**src/tcs_consts.vh**
```
// register map, field positions and reset values of the three-channel timer
// Summary of operation
// - three channels, each a 32-bit up counter
// - interval mode available on channels 0, 1, 2
// - pulse output only on channels 0 and 1
// - watchdog mode only on channel 2
// - two timer pins, count input, watchdog reset
// - divide codes 000..111 give /2 to /256
// - source bit and divide code pick clock
// - internal bus clock is system clock over two
// - one count input shared by all channels
// - edge select bit picks rising or falling
// - enable starts, clear stops, optional zeroing
// - mode 00 interval, 01 pulse, 10 watchdog
`ifndef TCS_CONSTS_VH
`define TCS_CONSTS_VH
// bus widths
`define TCS_AW 8
`define TCS_DW 32
`define TCS_CNT_W 32
// per-channel register block, channel n starts at n times the stride
`define TCS_CH_STRIDE 8'h20
`define TCS_OFF_CTRL 8'h00
`define TCS_OFF_DIV 8'h04
`define TCS_OFF_CMPA 8'h08
`define TCS_OFF_CMPB 8'h0C
`define TCS_OFF_CNT 8'h10
// shared registers
`define TCS_OFF_STAT 8'h80
`define TCS_OFF_MASK 8'h84
`define TCS_OFF_WDOG 8'h88
// control register fields
`define TCS_CTRL_W 7
`define TCS_B_CE 0
`define TCS_B_ZERO_EN 1
`define TCS_B_SRC_SEL 2
`define TCS_B_EDGE 3
`define TCS_F_MODE_LO 4
`define TCS_F_MODE_HI 5
`define TCS_B_FFI 6
// timer mode encodings
`define TCS_MODE_INTERVAL 2'h0
`define TCS_MODE_PULSE 2'h1
`define TCS_MODE_WDOG 2'h2
// reset values
`define TCS_CTRL_RST 7'h00
`define TCS_DIV_RST 3'h0
`define TCS_CMP_RST 32'hFFFFFFFF
`define TCS_STAT_W 6
// internal bus clock is the system clock divided by this
`define TCS_IBCLK_DIV 2
// prescaler depth: taps divide by 2 up to 256
`define TCS_PRE_W 8
`define TCS_DIV_CODE_W 3
// highest count input rate, percent of the internal bus clock
`define TCS_EXT_MAX_PCT 45
`endif

```
**src/tcs_prescale.v**
```verilog
// internal bus clock enable and power-of-two prescaler taps
`timescale 1ns/100ps
`include "tcs_consts.vh"
module tcs_prescale #(
  parameter PRE_W = `TCS_PRE_W
) (
  input wire pclk,
  input wire presetn,
  output wire ibclk_en,
  output wire [PRE_W-1:0] tap
);
  reg ibclk_ph_q; // phase of the half-rate internal bus clock
  reg [PRE_W-1:0] pre_q; // ripple-free prescale counter

  always @(posedge pclk or negedge presetn) begin
    if (!presetn) begin
      ibclk_ph_q <= 1'b0;
    end else begin
      ibclk_ph_q <= ~ibclk_ph_q;
    end
  end
  assign ibclk_en = ibclk_ph_q;

  // counter advances once per internal bus clock
  always @(posedge pclk or negedge presetn) begin
    if (!presetn) begin
      pre_q <= {PRE_W{1'b0}};
    end else if (ibclk_en) begin
      pre_q <= pre_q + 1'b1;
    end
  end

  genvar k;
  generate
    for (k = 0; k < PRE_W; k = k + 1) begin : g_tap
      // tap k fires once every 2^(k+1) internal bus clocks
      assign tap[k] = ibclk_en & (&pre_q[k:0]);
    end
  endgenerate
endmodule

```
**src/tcs_timer.v**
```verilog
// three-channel timer with clock select, pulse outputs, watchdog and apb slave
`timescale 1ns/100ps
`include "tcs_consts.vh"
module tcs_timer #(
  parameter NCH = 3,
  parameter CNT_W = `TCS_CNT_W
) (
  input wire pclk,
  input wire presetn,
  input wire psel,
  input wire penable,
  input wire pwrite,
  input wire [`TCS_AW-1:0] paddr,
  input wire [`TCS_DW-1:0] pwdata,
  output wire [`TCS_DW-1:0] prdata,
  output wire pready,
  output wire pslverr,
  input wire external_count_input,
  output wire [1:0] timer_out,
  output wire watchdog_reset_out_n,
  output wire irq
);
  // writes land at the access edge; reads are taken one cycle earlier
  // access phase write and setup phase read strobes
  wire wr_acc = psel & penable & pwrite;
  wire rd_setup = psel & ~penable & ~pwrite;

  // channel blocks sit at stride multiples; shared registers lie above them
  // true when addr hits register off of channel ch
  function hit;
    input [`TCS_AW-1:0] addr;
    input [1:0] ch;
    input [`TCS_AW-1:0] off;
    reg [`TCS_AW-1:0] base;
    begin
      base = `TCS_CH_STRIDE * ch;
      hit = (addr == base + off);
    end
  endfunction

  // one prescaler keeps channels on the same divide code in step
  // tick enables arrive at the internal bus clock rate or slower
  // prescaler shared by all channels
  wire ibclk_en;
  wire [`TCS_PRE_W-1:0] tap;
  tcs_prescale #(
    .PRE_W(`TCS_PRE_W)
  ) u_pre (
    .pclk(pclk),
    .presetn(presetn),
    .ibclk_en(ibclk_en),
    .tap(tap)
  );

  // reset level 0 matches the idle input, so no false edge follows reset
  // count input synchroniser and edge history
  reg ext_s1_q; // first stage, read only by the second
  reg ext_s2_q; // synchronised level
  reg ext_s3_q; // previous synchronised level

  always @(posedge pclk or negedge presetn) begin
    if (!presetn) begin
      ext_s1_q <= 1'b0;
      ext_s2_q <= 1'b0;
      ext_s3_q <= 1'b0;
    end else begin
      ext_s1_q <= external_count_input;
      ext_s2_q <= ext_s1_q;
      ext_s3_q <= ext_s2_q;
    end
  end

  // an edge shows here two pclk after the input moves
  // one-cycle edge pulses
  wire ext_rise = ext_s2_q & ~ext_s3_q;
  wire ext_fall = ~ext_s2_q & ext_s3_q;

  // shared interrupt status, mask and watchdog flag
  reg [`TCS_STAT_W-1:0] stat_q;
  reg [`TCS_STAT_W-1:0] stat_d;
  reg [`TCS_STAT_W-1:0] mask_q;
  reg wdog_q; // watchdog reset latched until presetn

  // per-channel results gathered into flat buses
  wire [NCH*`TCS_CTRL_W-1:0] ctrl_all;
  wire [NCH*`TCS_DIV_CODE_W-1:0] div_all;
  wire [NCH*CNT_W-1:0] cmpa_all;
  wire [NCH*CNT_W-1:0] cmpb_all;
  wire [NCH*CNT_W-1:0] cnt_all;
  wire [NCH-1:0] ev_a; // compare a match
  wire [NCH-1:0] ev_b; // compare b match
  wire [NCH-1:0] ff_all; // pulse flip-flops
  wire [NCH-1:0] pg_act; // channel runs as pulse generator
  wire wd_act; // channel 2 runs as watchdog
  wire wd_fire; // watchdog compare match
  wire wd_act_w; // watchdog mode, driven inside the channel loop

  genvar i;
  generate
    for (i = 0; i < NCH; i = i + 1) begin : g_ch
      // mode capability per channel
      localparam PG_OK = (i < 2);
      localparam WD_OK = (i == 2);
      // channel number at full width, its low bits select the block
      localparam [31:0] CH_NUM = i;
      reg [`TCS_CTRL_W-1:0] ctrl_q; // control register
      reg [`TCS_DIV_CODE_W-1:0] div_q; // divide code register
      reg [CNT_W-1:0] cmpa_q; // compare a
      reg [CNT_W-1:0] cmpb_q; // compare b
      reg [CNT_W-1:0] cnt_q; // counter
      reg [CNT_W-1:0] cnt_d;
      reg ff_q; // pulse output flip-flop
      reg ff_d;
      wire [1:0] mode = ctrl_q[`TCS_F_MODE_HI:`TCS_F_MODE_LO];
      // pulse on ch2, watchdog on ch0 or ch1 and code 11 run as interval
      // pulse mode channels
      wire is_pg = PG_OK && (mode == `TCS_MODE_PULSE);
      wire is_wd = WD_OK && (mode == `TCS_MODE_WDOG);
      wire is_iv = ~is_pg & ~is_wd;
      wire en = ctrl_q[`TCS_B_CE];
      wire ext_tick = ctrl_q[`TCS_B_EDGE] ? ext_rise : ext_fall;
      wire int_tick = tap[div_q];
      wire tick = en & (ctrl_q[`TCS_B_SRC_SEL] ? int_tick : ext_tick);
      // compares look at the count before this tick adds one
      wire m_a = tick & (cnt_q == cmpa_q);
      wire m_b = tick & is_pg & (cnt_q == cmpb_q);

      // register writes from the bus
      always @(posedge pclk or negedge presetn) begin
        if (!presetn) begin
          ctrl_q <= `TCS_CTRL_RST;
          div_q <= `TCS_DIV_RST;
          cmpa_q <= `TCS_CMP_RST;
          cmpb_q <= `TCS_CMP_RST;
        end else if (wr_acc) begin
          if (hit(paddr, CH_NUM[1:0], `TCS_OFF_CTRL)) begin
            ctrl_q <= pwdata[`TCS_CTRL_W-1:0];
          end
          if (hit(paddr, CH_NUM[1:0], `TCS_OFF_DIV)) begin
            div_q <= pwdata[`TCS_DIV_CODE_W-1:0];
          end
          if (hit(paddr, CH_NUM[1:0], `TCS_OFF_CMPA)) begin
            cmpa_q <= pwdata;
          end
          if (hit(paddr, CH_NUM[1:0], `TCS_OFF_CMPB)) begin
            cmpb_q <= pwdata;
          end
        end
      end

      // counter and pulse flip-flop next state
      always @* begin
        cnt_d = cnt_q;
        ff_d = ff_q;
        if (!is_pg) begin
          // idle level follows the initial-state bit
          // so a later switch to pulse mode starts from a known level
          ff_d = ctrl_q[`TCS_B_FFI];
        end
        if (!en && ctrl_q[`TCS_B_ZERO_EN]) begin
          // held at zero for as long as the enable stays low
          cnt_d = {CNT_W{1'b0}};
        end else if (m_b) begin
          // pulse period end: toggle and restart
          cnt_d = {CNT_W{1'b0}};
          ff_d = ~ff_q;
        end else if (m_a && is_iv) begin
          // interval period end restarts the count
          cnt_d = {CNT_W{1'b0}};
        end else if (tick) begin
          cnt_d = cnt_q + 1'b1;
          if (m_a && is_pg) begin
            ff_d = ~ff_q;
          end
        end
      end

      // the pin register adds one more pclk after ff_q
      // counter and pulse flip-flop registers
      always @(posedge pclk or negedge presetn) begin
        if (!presetn) begin
          cnt_q <= {CNT_W{1'b0}};
          ff_q <= 1'b0;
        end else begin
          cnt_q <= cnt_d;
          ff_q <= ff_d;
        end
      end

      // flatten for the shared logic
      assign ctrl_all[i*`TCS_CTRL_W +: `TCS_CTRL_W] = ctrl_q;
      assign div_all[i*`TCS_DIV_CODE_W +: `TCS_DIV_CODE_W] = div_q;
      assign cmpa_all[i*CNT_W +: CNT_W] = cmpa_q;
      assign cmpb_all[i*CNT_W +: CNT_W] = cmpb_q;
      assign cnt_all[i*CNT_W +: CNT_W] = cnt_q;
      assign ev_a[i] = m_a;
      assign ev_b[i] = m_b;
      assign ff_all[i] = ff_q;
      assign pg_act[i] = is_pg;
      if (WD_OK) begin : g_wd
        assign wd_act_w = is_wd;
      end
    end
  endgenerate

  // watchdog mode flag from channel 2
  assign wd_act = wd_act_w;
  // the channel counts on past the match; the latch holds the event
  assign wd_fire = wd_act & ev_a[2];

  // bit 5 stays zero: channel 2 has no pulse mode, so no b event
  // status and mask registers; set beats a write-one clear
  always @* begin
    stat_d = stat_q;
    if (wr_acc && paddr == `TCS_OFF_STAT) begin
      stat_d = stat_q & ~pwdata[`TCS_STAT_W-1:0];
    end
    stat_d = stat_d | {ev_b[2], ev_a[2], ev_b[1], ev_a[1], ev_b[0], ev_a[0]};
  end

  // status, mask and watchdog latch registers
  always @(posedge pclk or negedge presetn) begin
    if (!presetn) begin
      stat_q <= {`TCS_STAT_W{1'b0}};
      mask_q <= {`TCS_STAT_W{1'b0}};
      wdog_q <= 1'b0;
    end else begin
      stat_q <= stat_d;
      if (wr_acc && paddr == `TCS_OFF_MASK) begin
        mask_q <= pwdata[`TCS_STAT_W-1:0];
      end
      // only presetn clears the latch, software cannot release the pin
      // watchdog reset latch
      if (wd_fire) begin
        wdog_q <= 1'b1;
      end
    end
  end

  // stays high until software clears the status bit or masks it
  // level interrupt from unmasked status
  assign irq = |(stat_q & mask_q);

  // driven from the latch register, so it cannot glitch
  // watchdog reset pin, active low
  assign watchdog_reset_out_n = ~wdog_q;

  // registered so the pins carry no decode glitches
  // timer pins from a register
  reg [1:0] tout_q;
  reg [1:0] tout_d;

  // pulse pins, high in watchdog, low in interval
  always @* begin
    tout_d = 2'h0;
    if (wd_act) begin
      tout_d = 2'h3;
    end else begin
      tout_d = pg_act[1:0] & ff_all[1:0];
    end
  end

  // timer pin register
  always @(posedge pclk or negedge presetn) begin
    if (!presetn) begin
      tout_q <= 2'h0;
    end else begin
      tout_q <= tout_d;
    end
  end
  assign timer_out = tout_q;

  // read mux and address check
  reg [`TCS_DW-1:0] rd_d;
  reg rd_ok;
  integer c;

  // the map has no overlaps, so the order of the tests does not matter
  // decode of the current address
  always @* begin
    rd_d = {`TCS_DW{1'b0}};
    rd_ok = 1'b0;
    for (c = 0; c < NCH; c = c + 1) begin
      if (hit(paddr, c[1:0], `TCS_OFF_CTRL)) begin
        rd_d = {{(`TCS_DW-`TCS_CTRL_W){1'b0}}, ctrl_all[c*`TCS_CTRL_W +: `TCS_CTRL_W]};
        rd_ok = 1'b1;
      end
      if (hit(paddr, c[1:0], `TCS_OFF_DIV)) begin
        rd_d = {{(`TCS_DW-`TCS_DIV_CODE_W){1'b0}}, div_all[c*`TCS_DIV_CODE_W +: `TCS_DIV_CODE_W]};
        rd_ok = 1'b1;
      end
      if (hit(paddr, c[1:0], `TCS_OFF_CMPA)) begin
        rd_d = cmpa_all[c*CNT_W +: CNT_W];
        rd_ok = 1'b1;
      end
      if (hit(paddr, c[1:0], `TCS_OFF_CMPB)) begin
        rd_d = cmpb_all[c*CNT_W +: CNT_W];
        rd_ok = 1'b1;
      end
      if (hit(paddr, c[1:0], `TCS_OFF_CNT)) begin
        rd_d = cnt_all[c*CNT_W +: CNT_W];
        rd_ok = 1'b1;
      end
    end
    if (paddr == `TCS_OFF_STAT) begin
      rd_d = {{(`TCS_DW-`TCS_STAT_W){1'b0}}, stat_q};
      rd_ok = 1'b1;
    end
    if (paddr == `TCS_OFF_MASK) begin
      rd_d = {{(`TCS_DW-`TCS_STAT_W){1'b0}}, mask_q};
      rd_ok = 1'b1;
    end
    if (paddr == `TCS_OFF_WDOG) begin
      rd_d = {{(`TCS_DW-1){1'b0}}, wdog_q};
      rd_ok = 1'b1;
    end
  end

  // read data captured in the setup cycle
  // so that the access cycle needs no wait state
  reg [`TCS_DW-1:0] prdata_q;
  always @(posedge pclk or negedge presetn) begin
    if (!presetn) begin
      prdata_q <= {`TCS_DW{1'b0}};
    end else if (rd_setup) begin
      prdata_q <= rd_d;
    end
  end
  assign prdata = prdata_q;

  // counter and watchdog latch are read only; writes to them are dropped quietly
  // zero wait state; unmapped access reports an error
  assign pready = 1'b1;
  assign pslverr = psel & penable & ~rd_ok;
endmodule

```
**config.mk**
```make
export PLATFORM = sky130hd
export DESIGN_NAME = tcs_timer
export DESIGN_NICKNAME = d
export VERILOG_FILES = /design/src/tcs_prescale.v /design/src/tcs_timer.v
export VERILOG_INCLUDE_DIRS = /design/src
export SDC_FILE = /design/constraint.sdc
export NUM_CORES = 1
export LEC_CHECK = 0
export BUFFER_PORTS_ARGS = -buffer_cell sky130_fd_sc_hd__buf_2
export CORE_ASPECT_RATIO = 0.9
export CORE_UTILIZATION = 55
export CTS_CLUSTER_DIAMETER = 150
export CTS_CLUSTER_SIZE = 14
export DETAILED_ROUTE_END_ITERATION = 8
export HOLD_SLACK_MARGIN = 0.08
export PLACE_DENSITY = 0.72
export SYNTH_ARGS = -nofsm -noshare
export SYNTH_HDL_FRONTEND = slang
export SYNTH_SLANG_ARGS = --single-unit
```
**constraint.sdc**
```tcl
create_clock -name pclk -period 3.43 [get_ports pclk]
set_clock_uncertainty 0.1 [all_clocks]
set_input_delay 0.686 -clock pclk [delete_from_list [all_inputs] [get_ports pclk]]
set_output_delay 0.686 -clock pclk [all_outputs]
set_load 0.02 [all_outputs]
```
; Yosys cells after proc, flatten, opt, wreduce, memory -nomap -nowiden
; Index checks and enable logic that the tools add are counted.
[classes]
mux = 73
eq_ne = 25
n_lt_le_gt_ge = 3
bitwise_logic = 43
n_reduce_logical = 37
n_addsub = 4
[op_table]
columns = cell, n
row1 = $mux 32, 28
row2 = $eq 32x32->1, 5
row3 = $add 32x1->32 const B, 3
row4 = $eq 8x6->1 const B, 5
row5 = $eq 8x7->1 const B, 5
row6 = $mux 1, 39
row7 = $and 1x1->1, 26
row8 = $reduce_and 2->1, 13
row9 = $eq 8x8->1 const B, 3
row10 = $eq 8x4->1 const B, 2
row11 = $and 6x6->6, 2
row12 = $lt 3x4->1 const B, 3
row13 = $not 1->1, 12
row14 = $logic_and 1x1->1, 10
row15 = $bmux 1 s3, 3
row16 = $add 8x1->8 const B, 1
row17 = $eq 8x3->1 const B, 1
row18 = $eq 8x5->1 const B, 1
row19 = $logic_not 8->1, 1
row20 = $reduce_and 8->1, 1
row21 = $reduce_bool 4->1, 2
row22 = $mux 7, 1
row23 = $reduce_and 7->1, 1
row24 = $mux 6, 1
row25 = 13 further kinds, 16
[word_totals]
word_cells = 212
output_inout_bits = 38
register_bits = 379
inputBits = 46

; Depth between registers and ports, before layout
[depth]
ltp_word = 21
mapped_depth = 12
ltp_nobuf = 10

; By module
; A second synthesis with hierarchy kept.
[unflattened]
hier_cells = 1924
area_unflattened_um2 = 20641.0
[by_module_without_submodules]
columns = mod, seq_area_each_um2, cells_per_inst, area_each_um2, instances
row1 = tcs_timer, 9499.1, 1886, 20175.6, 1
row2 = tcs_prescale, 225.2, 38, 465.4, 1

; Worst setup path after synthesis
; Ideal clock, no wire load.
[synth_path]
path_kind = register -> register
start = reg u_pre.pre_q[0]
end = reg g_ch[1].cnt_q[27]
path_stages_with_launch = 13
setup_slack_ns = 0.571
setup_time_ns = 0.119
arrival_time_ns = 2.640
n_path_buf = 2
synth_period_minus_slack_ns = 2.859
path_cell_list = dfrtp_1 ha_1 and3_1 ha_1 nand2_1 o2111a_1 a2111oi_4 nand2_2 o32ai_2 or2_2 buf_4 buf_6 nor2_1
[synth_via]
elab_chain_cells = 11
word_cells_on_any_way = 27
[synth_rtl]
columns = item, line
row1 = from (decl), tcs_prescale.v:13  ; reg [PRE_W-1:0] pre_q;
row2 = from (signal assigned), tcs_prescale.v:27  ; pre_q <= {PRE_W{1'b0}};
row3 = from (signal assigned), tcs_prescale.v:29  ; pre_q <= pre_q + 1'b1;
row4 = $reduce_and 8->1 (tied with other cells), tcs_prescale.v:37  ; assign tap[k] = ibclk_en & (&pre_q[k:0]);
row5 = $and 1x1->1, tcs_prescale.v:37
row6 = $bmux 1 s3 *, tcs_timer.v:122  ; wire int_tick = tap[div_q];
row7 = $mux 1 (not written as such) *, tcs_timer.v:122
row8 = $mux 1 *, tcs_timer.v:123  ; wire tick = en & (ctrl_q[`TCS_B_SRC_SEL] ? int_tick : ext_tick);
row9 = $and 1x1->1 *, tcs_timer.v:123
row10 = $and 1x1->1, tcs_timer.v:125  ; wire m_a = tick & (cnt_q == cmpa_q);
row11 = $logic_and 1x1->1, tcs_timer.v:167  ; end else if (m_a && is_iv) begin
row12 = $mux 32, tcs_timer.v:167
row13 = $mux 32, tcs_timer.v:163  ; end else if (m_b) begin
row14 = $mux 32, tcs_timer.v:160  ; if (!en && ctrl_q[`TCS_B_ZERO_EN]) begin
row15 = to (signal assigned), tcs_timer.v:182  ; cnt_q <= {CNT_W{1'b0}};
row16 = to (signal assigned), tcs_timer.v:185  ; cnt_q <= cnt_d;
row17 = to (decl), tcs_timer.v:110  ; reg [CNT_W-1:0] cnt_q;
; Every way passes the cells marked *; elsewhere a longest branch is shown, timed or not. The select of a mux whose other input is x is not followed.
; A chain may end at the register's enable or synchronous reset.

; Final worst setup path
[layout_path]
start = reg u_pre.pre_q[0]
end = reg g_ch[1].cnt_q[31]
; Same word-level chain as after synthesis.

==> results.py <==
metrics = {
    "outcome": {
        "status": "finished, final reports clean",
    },
    "power_and_ir_drop": {
        "power.switching_fraction": 0.252,
        "power_frac_comb": 0.065,
        "pwr-share-clk": 0.398,
        "cellPowerDensity_mw_per_mm2": 380,
        "power.internal_uw": 6430,
        "relative_contribution_of_sequential_cells_to_total_power": 0.538,
        "power.static_leakage_uw": 0.00961,
        "netSwitchingPower_uw": 2170,
        "power.ir.vdd_worst_v": 0.000461,
    },
    "logic_synthesis": {
        "syn-mean-instance-area_um2": 10.6,
        "async_reset_ff_frac": 1.00,
        "yosysTopAreaCell": "sky130_fd_sc_hd__dfstp_2",
        "post_synth_most_frequent_cells": "sky130_fd_sc_hd__mux2_2, sky130_fd_sc_hd__dfstp_2, sky130_fd_sc_hd__dfrtp_1, sky130_fd_sc_hd__xnor2_1, sky130_fd_sc_hd__nand2_1",
        "ys_top_cells_by_area": "sky130_fd_sc_hd__dfstp_2, sky130_fd_sc_hd__dfrtp_1, sky130_fd_sc_hd__mux2_2",
        "syn_inst": 1946,
        "synth.net_count": 1998,
        "yosys_warnings": 0,
        "netlist_area_mm2": 0.0206,
        "yosysTopAreaCellShare": 0.245,
        "ys_ff_latch": 379,
        "netlist-cell-type-count": 84,
        "synth-edff-count": 0,
        "synthMostInstantiatedCell": "sky130_fd_sc_hd__mux2_2",
        "synth_seq_area_share": 0.471,
        "ys_dominant_reg_cell": "sky130_fd_sc_hd__dfstp_2",
    },
    "timing": {
        "final.hold.worst_slack_ns": 0.236,
        "setup_viol_count_final": 0,
        "timing.final.max_slew_violations": 0,
        "fin_crit_ns": 3.19,
        "fmaxAchievable_mhz": 314,
        "final_critical_path_setup_slack_ns": 0.241,
        "timing.setup.tns_ns": 0,
        "fin_crit_sh": 0.930,
        "worstMarginPinSlew_ns": 0.772,
        "timing.max_slew.rel_slack": 0.485,
        "rsz0062_at_grt": "no",
        "timing.final.hold_violations": 0,
    },
    "clock_tree": {
        "cts.reportedPaths.clkPinSlew_ns": 0.08,
        "cts_htree_levels": 1,
        "cts.sink_count": 379,
        "cts_tree": "yes",
        "cts_root_buffer": "sky130_fd_sc_hd__clkbuf_16",
        "clock_buffer_count_from_cts": 31,
        "cts_setup_buffers": 0,
        "clock_latency_ns": 0.62,
        "clk_path_buf_depth": 3,
    },
    "floorplan": {
        "ios": 84,
        "die_h_um": 186,
        "initial_standard_cell_utilization_of_the_core": 0.565,
        "floorplan.rows": 66,
        "dieWidth_um": 206,
        "die-area_mm2": 0.0383,
        "core_region_area_mm2": 0.0365,
    },
    "worst_hold_path": {
        "hold_path_startpoint": "ext_s1_q",
        "whs_path_depth": 0,
        "hold_path_class": "flip-flop to flip-flop",
        "holdPathEnd": "ext_s2_q",
    },
    "setup_path": {
        "worst_reg2reg_path_endpoint": "g_ch[1].cnt_q[31]",
        "worst-path-max-fanout": 6,
        "critical_path_startpoint_category": "flip-flop",
        "slowest_delay_ns": 0.50,
        "critical_r2r_launch": "u_pre.pre_q[0]",
        "worst_setup_path_end_kind": "flip-flop",
        "reg2reg_depth": 11,
        "reg2reg_slack_ns": 0.24,
        "worstPathRequired_ns": 3.87,
        "timing.critical_path.slowest_stage_cell": "sky130_fd_sc_hd__or4_1",
        "worstPathCellList": "ha_2 -> and3_1 -> ha_1 -> nand2_1 -> o2111a_1 -> a2111oi_4 -> buf_4 -> and2_2 -> nand3_1 -> or4_1 -> a21oi_1",
        "critical_path_arrival_ns": 3.62,
        "criticalPathCategory": "flip-flop to flip-flop",
    },
    "run": {
        "maxCapViolCount": 0,
    },
    "finish": {
        "nNetsFinal": 2030,
        "layout-area-overhead-vs-synth_pct": 9.75,
        "final_util": 0.620,
        "fill_cells": 3032,
        "stdcell_count": 2477,
        "final_layout_size_suffix_gt1_frac": 0.333,
    },
    "route": {
        "detailed_route_wl_mm": 70.1,
        "wire_per_inst_um": 28.3,
        "detailedRoute.firstIterationViolations": 2035,
        "route.detailed.drc": 0,
        "num_vias": 16500,
        "firstDrtPassIters": 5,
        "postRouteAntennaNets": 0,
        "routed_via_density": 6.67,
    },
    "grt": {
        "grt_start_max_net_pins": 76,
        "grt_use_total": 0.370,
        "grt_pass1_wl_mm": 103,
        "via_count_of_the_first_global_routing_pass": 15800,
        "grt_antenna_before_repair": 1,
        "gr-total-overflow": 0,
    },
    "placement": {
        "number_of_placed_instances_with_taps_included": 2419,
        "io_buffer_count": 82,
        "preCtsSetupSlack_ns": 0.152,
        "place_congestion": 0.987,
        "dpl.hpwl_mm": 51.9,
    },
}
## critical path, delay by kind of cell, from the launching register on
kind	cells	cell delay [ns]
AND/OR/NAND/NOR	5	1.14
AO/OA/AOI/OAI	3	0.85
flip-flops	1	0.42
adder cells (fa/ha/maj)	2	0.40
buffers and inverters	1	0.21
## through the flow
stage	total power, µW	cell area (µm²)
floorplan	4900	20600
global placement	5240	21700
detailed placement	5250	21700
CTS	8620	22600
global route	8830	22600
finish	8610	22600
## cells in the final DEF, fill, tap and decap left out, types with 7 or more instances in the layout
master and instances:
sky130_fd_sc_hd__mux2_2 235, sky130_fd_sc_hd__dfstp_2 192, sky130_fd_sc_hd__dfrtp_1 186, sky130_fd_sc_hd__xnor2_1 182, sky130_fd_sc_hd__nand2_1 134, sky130_fd_sc_hd__nor2_1 125, sky130_fd_sc_hd__buf_2 81, sky130_fd_sc_hd__buf_4 75
sky130_fd_sc_hd__a22oi_1 67, sky130_fd_sc_hd__nand4_1 62, sky130_fd_sc_hd__a21oi_1 58, sky130_fd_sc_hd__o21ai_0 56, sky130_fd_sc_hd__nand3_1 51, sky130_fd_sc_hd__xor2_1 44, sky130_fd_sc_hd__a221oi_1 35, sky130_fd_sc_hd__nor3_1 32
sky130_fd_sc_hd__clkbuf_16 31, sky130_fd_sc_hd__nor4_1 28, sky130_fd_sc_hd__a31oi_1 26, sky130_fd_sc_hd__inv_1 25, sky130_fd_sc_hd__clkbuf_1 22, sky130_fd_sc_hd__a21o_1 16, sky130_fd_sc_hd__a22o_1 15, sky130_fd_sc_hd__and3_1 14
sky130_fd_sc_hd__or3_1 12, sky130_fd_sc_hd__a221o_1 12, sky130_fd_sc_hd__nand2b_1 11, sky130_fd_sc_hd__and2_1 11, sky130_fd_sc_hd__buf_12 11, sky130_fd_sc_hd__and4_1 9, sky130_fd_sc_hd__nor2b_1 7, sky130_fd_sc_hd__mux2i_1 7
## worst max-delay path by stage
stage                   start           endpoint  slack (ns)  depth (start not counted)
2_1_floorplan  u_pre.pre_q[0]  g_ch[1].cnt_q[27]        0.57                         12
3_3_place_gp         paddr[2]         prdata[18]        0.17                          7
3_5_place_dp         paddr[2]         prdata[14]        0.15                          8
4_1_cts        u_pre.pre_q[0]  g_ch[1].cnt_q[31]        0.16                         11
5_1_grt        u_pre.pre_q[0]  g_ch[1].cnt_q[31]        0.03                         11
6_report       u_pre.pre_q[0]  g_ch[1].cnt_q[31]        0.24                         11
## sequential cells by signal, indices dropped and copies added (netlist names), 2 cells and up
register / count
g_ch.ctrl_q: 21
g_ch.cnt_q: 96
timer_out: 2
prdata: 32
g_ch.cmpa_q: 96
g_ch.div_q: 9
stat_q: 6
u_pre.pre_q: 8
g_ch.cmpb_q: 96
g_ch.ff_q: 2
mask_q: 6
## repair_timing
item | in CTS | in global routing
endpoints found under the hold margin | 26 | 0
resized for setup | 0 | 2
hold buffers | 2 | 0
endpoints found under the setup margin | 0 | 28
## power groups by stage
stage / registers [µW] / logic (µW) / clock network, µW
4_1_cts: 4620 / 551 / 3450
2_1_floorplan: 4670 / 233 / 0
6_report: 4630 / 557 / 3420
3_3_place_gp: 4700 / 540 / 0
5_1_grt: 4630 / 592 / 3610
3_5_place_dp: 4700 / 547 / 0
## per-layer routing
metal  wire length (µm)  global-route usage  vias to the layer above
met1              30400               0.543                     8384
met2              28900               0.517                      942
li1                   -                   -                     7061
met4               1810              0.0888                        2
met5                 12                   0                        -
met3               8880               0.129                      127
## cell families (layout without fill, tap and decap cells)
family / Yosys count / in the layout / share of synthesized area
mux: 243 / 243 / 0.133
flops: 379 / 379 / 0.471
simple gates: 543 / 543 / 0.134
compound gates: 352 / 352 / 0.121
fa+ha+maj: 6 / 6 / 0.00364
other cells: 1 / 2 / 0.000182
buf+inv: 196 / 250 / 0.0408
xor+xnor: 226 / 226 / 0.0960
## cell type report
type	count	area, µm²	share of cell area
Tap cell	476	596	0.0263
Timing Repair Buffer	170	1220	0.0541
Antenna cell	1	2.50	0.000111
Clock inverter	2	36.3	0.00160
Clock buffer	53	858	0.0379
Multi-Input combinational cell	1371	10100	0.446
Sequential cell	379	9730	0.430
Inverter	25	93.8	0.00415
Power figures use the tool's default switching activity.
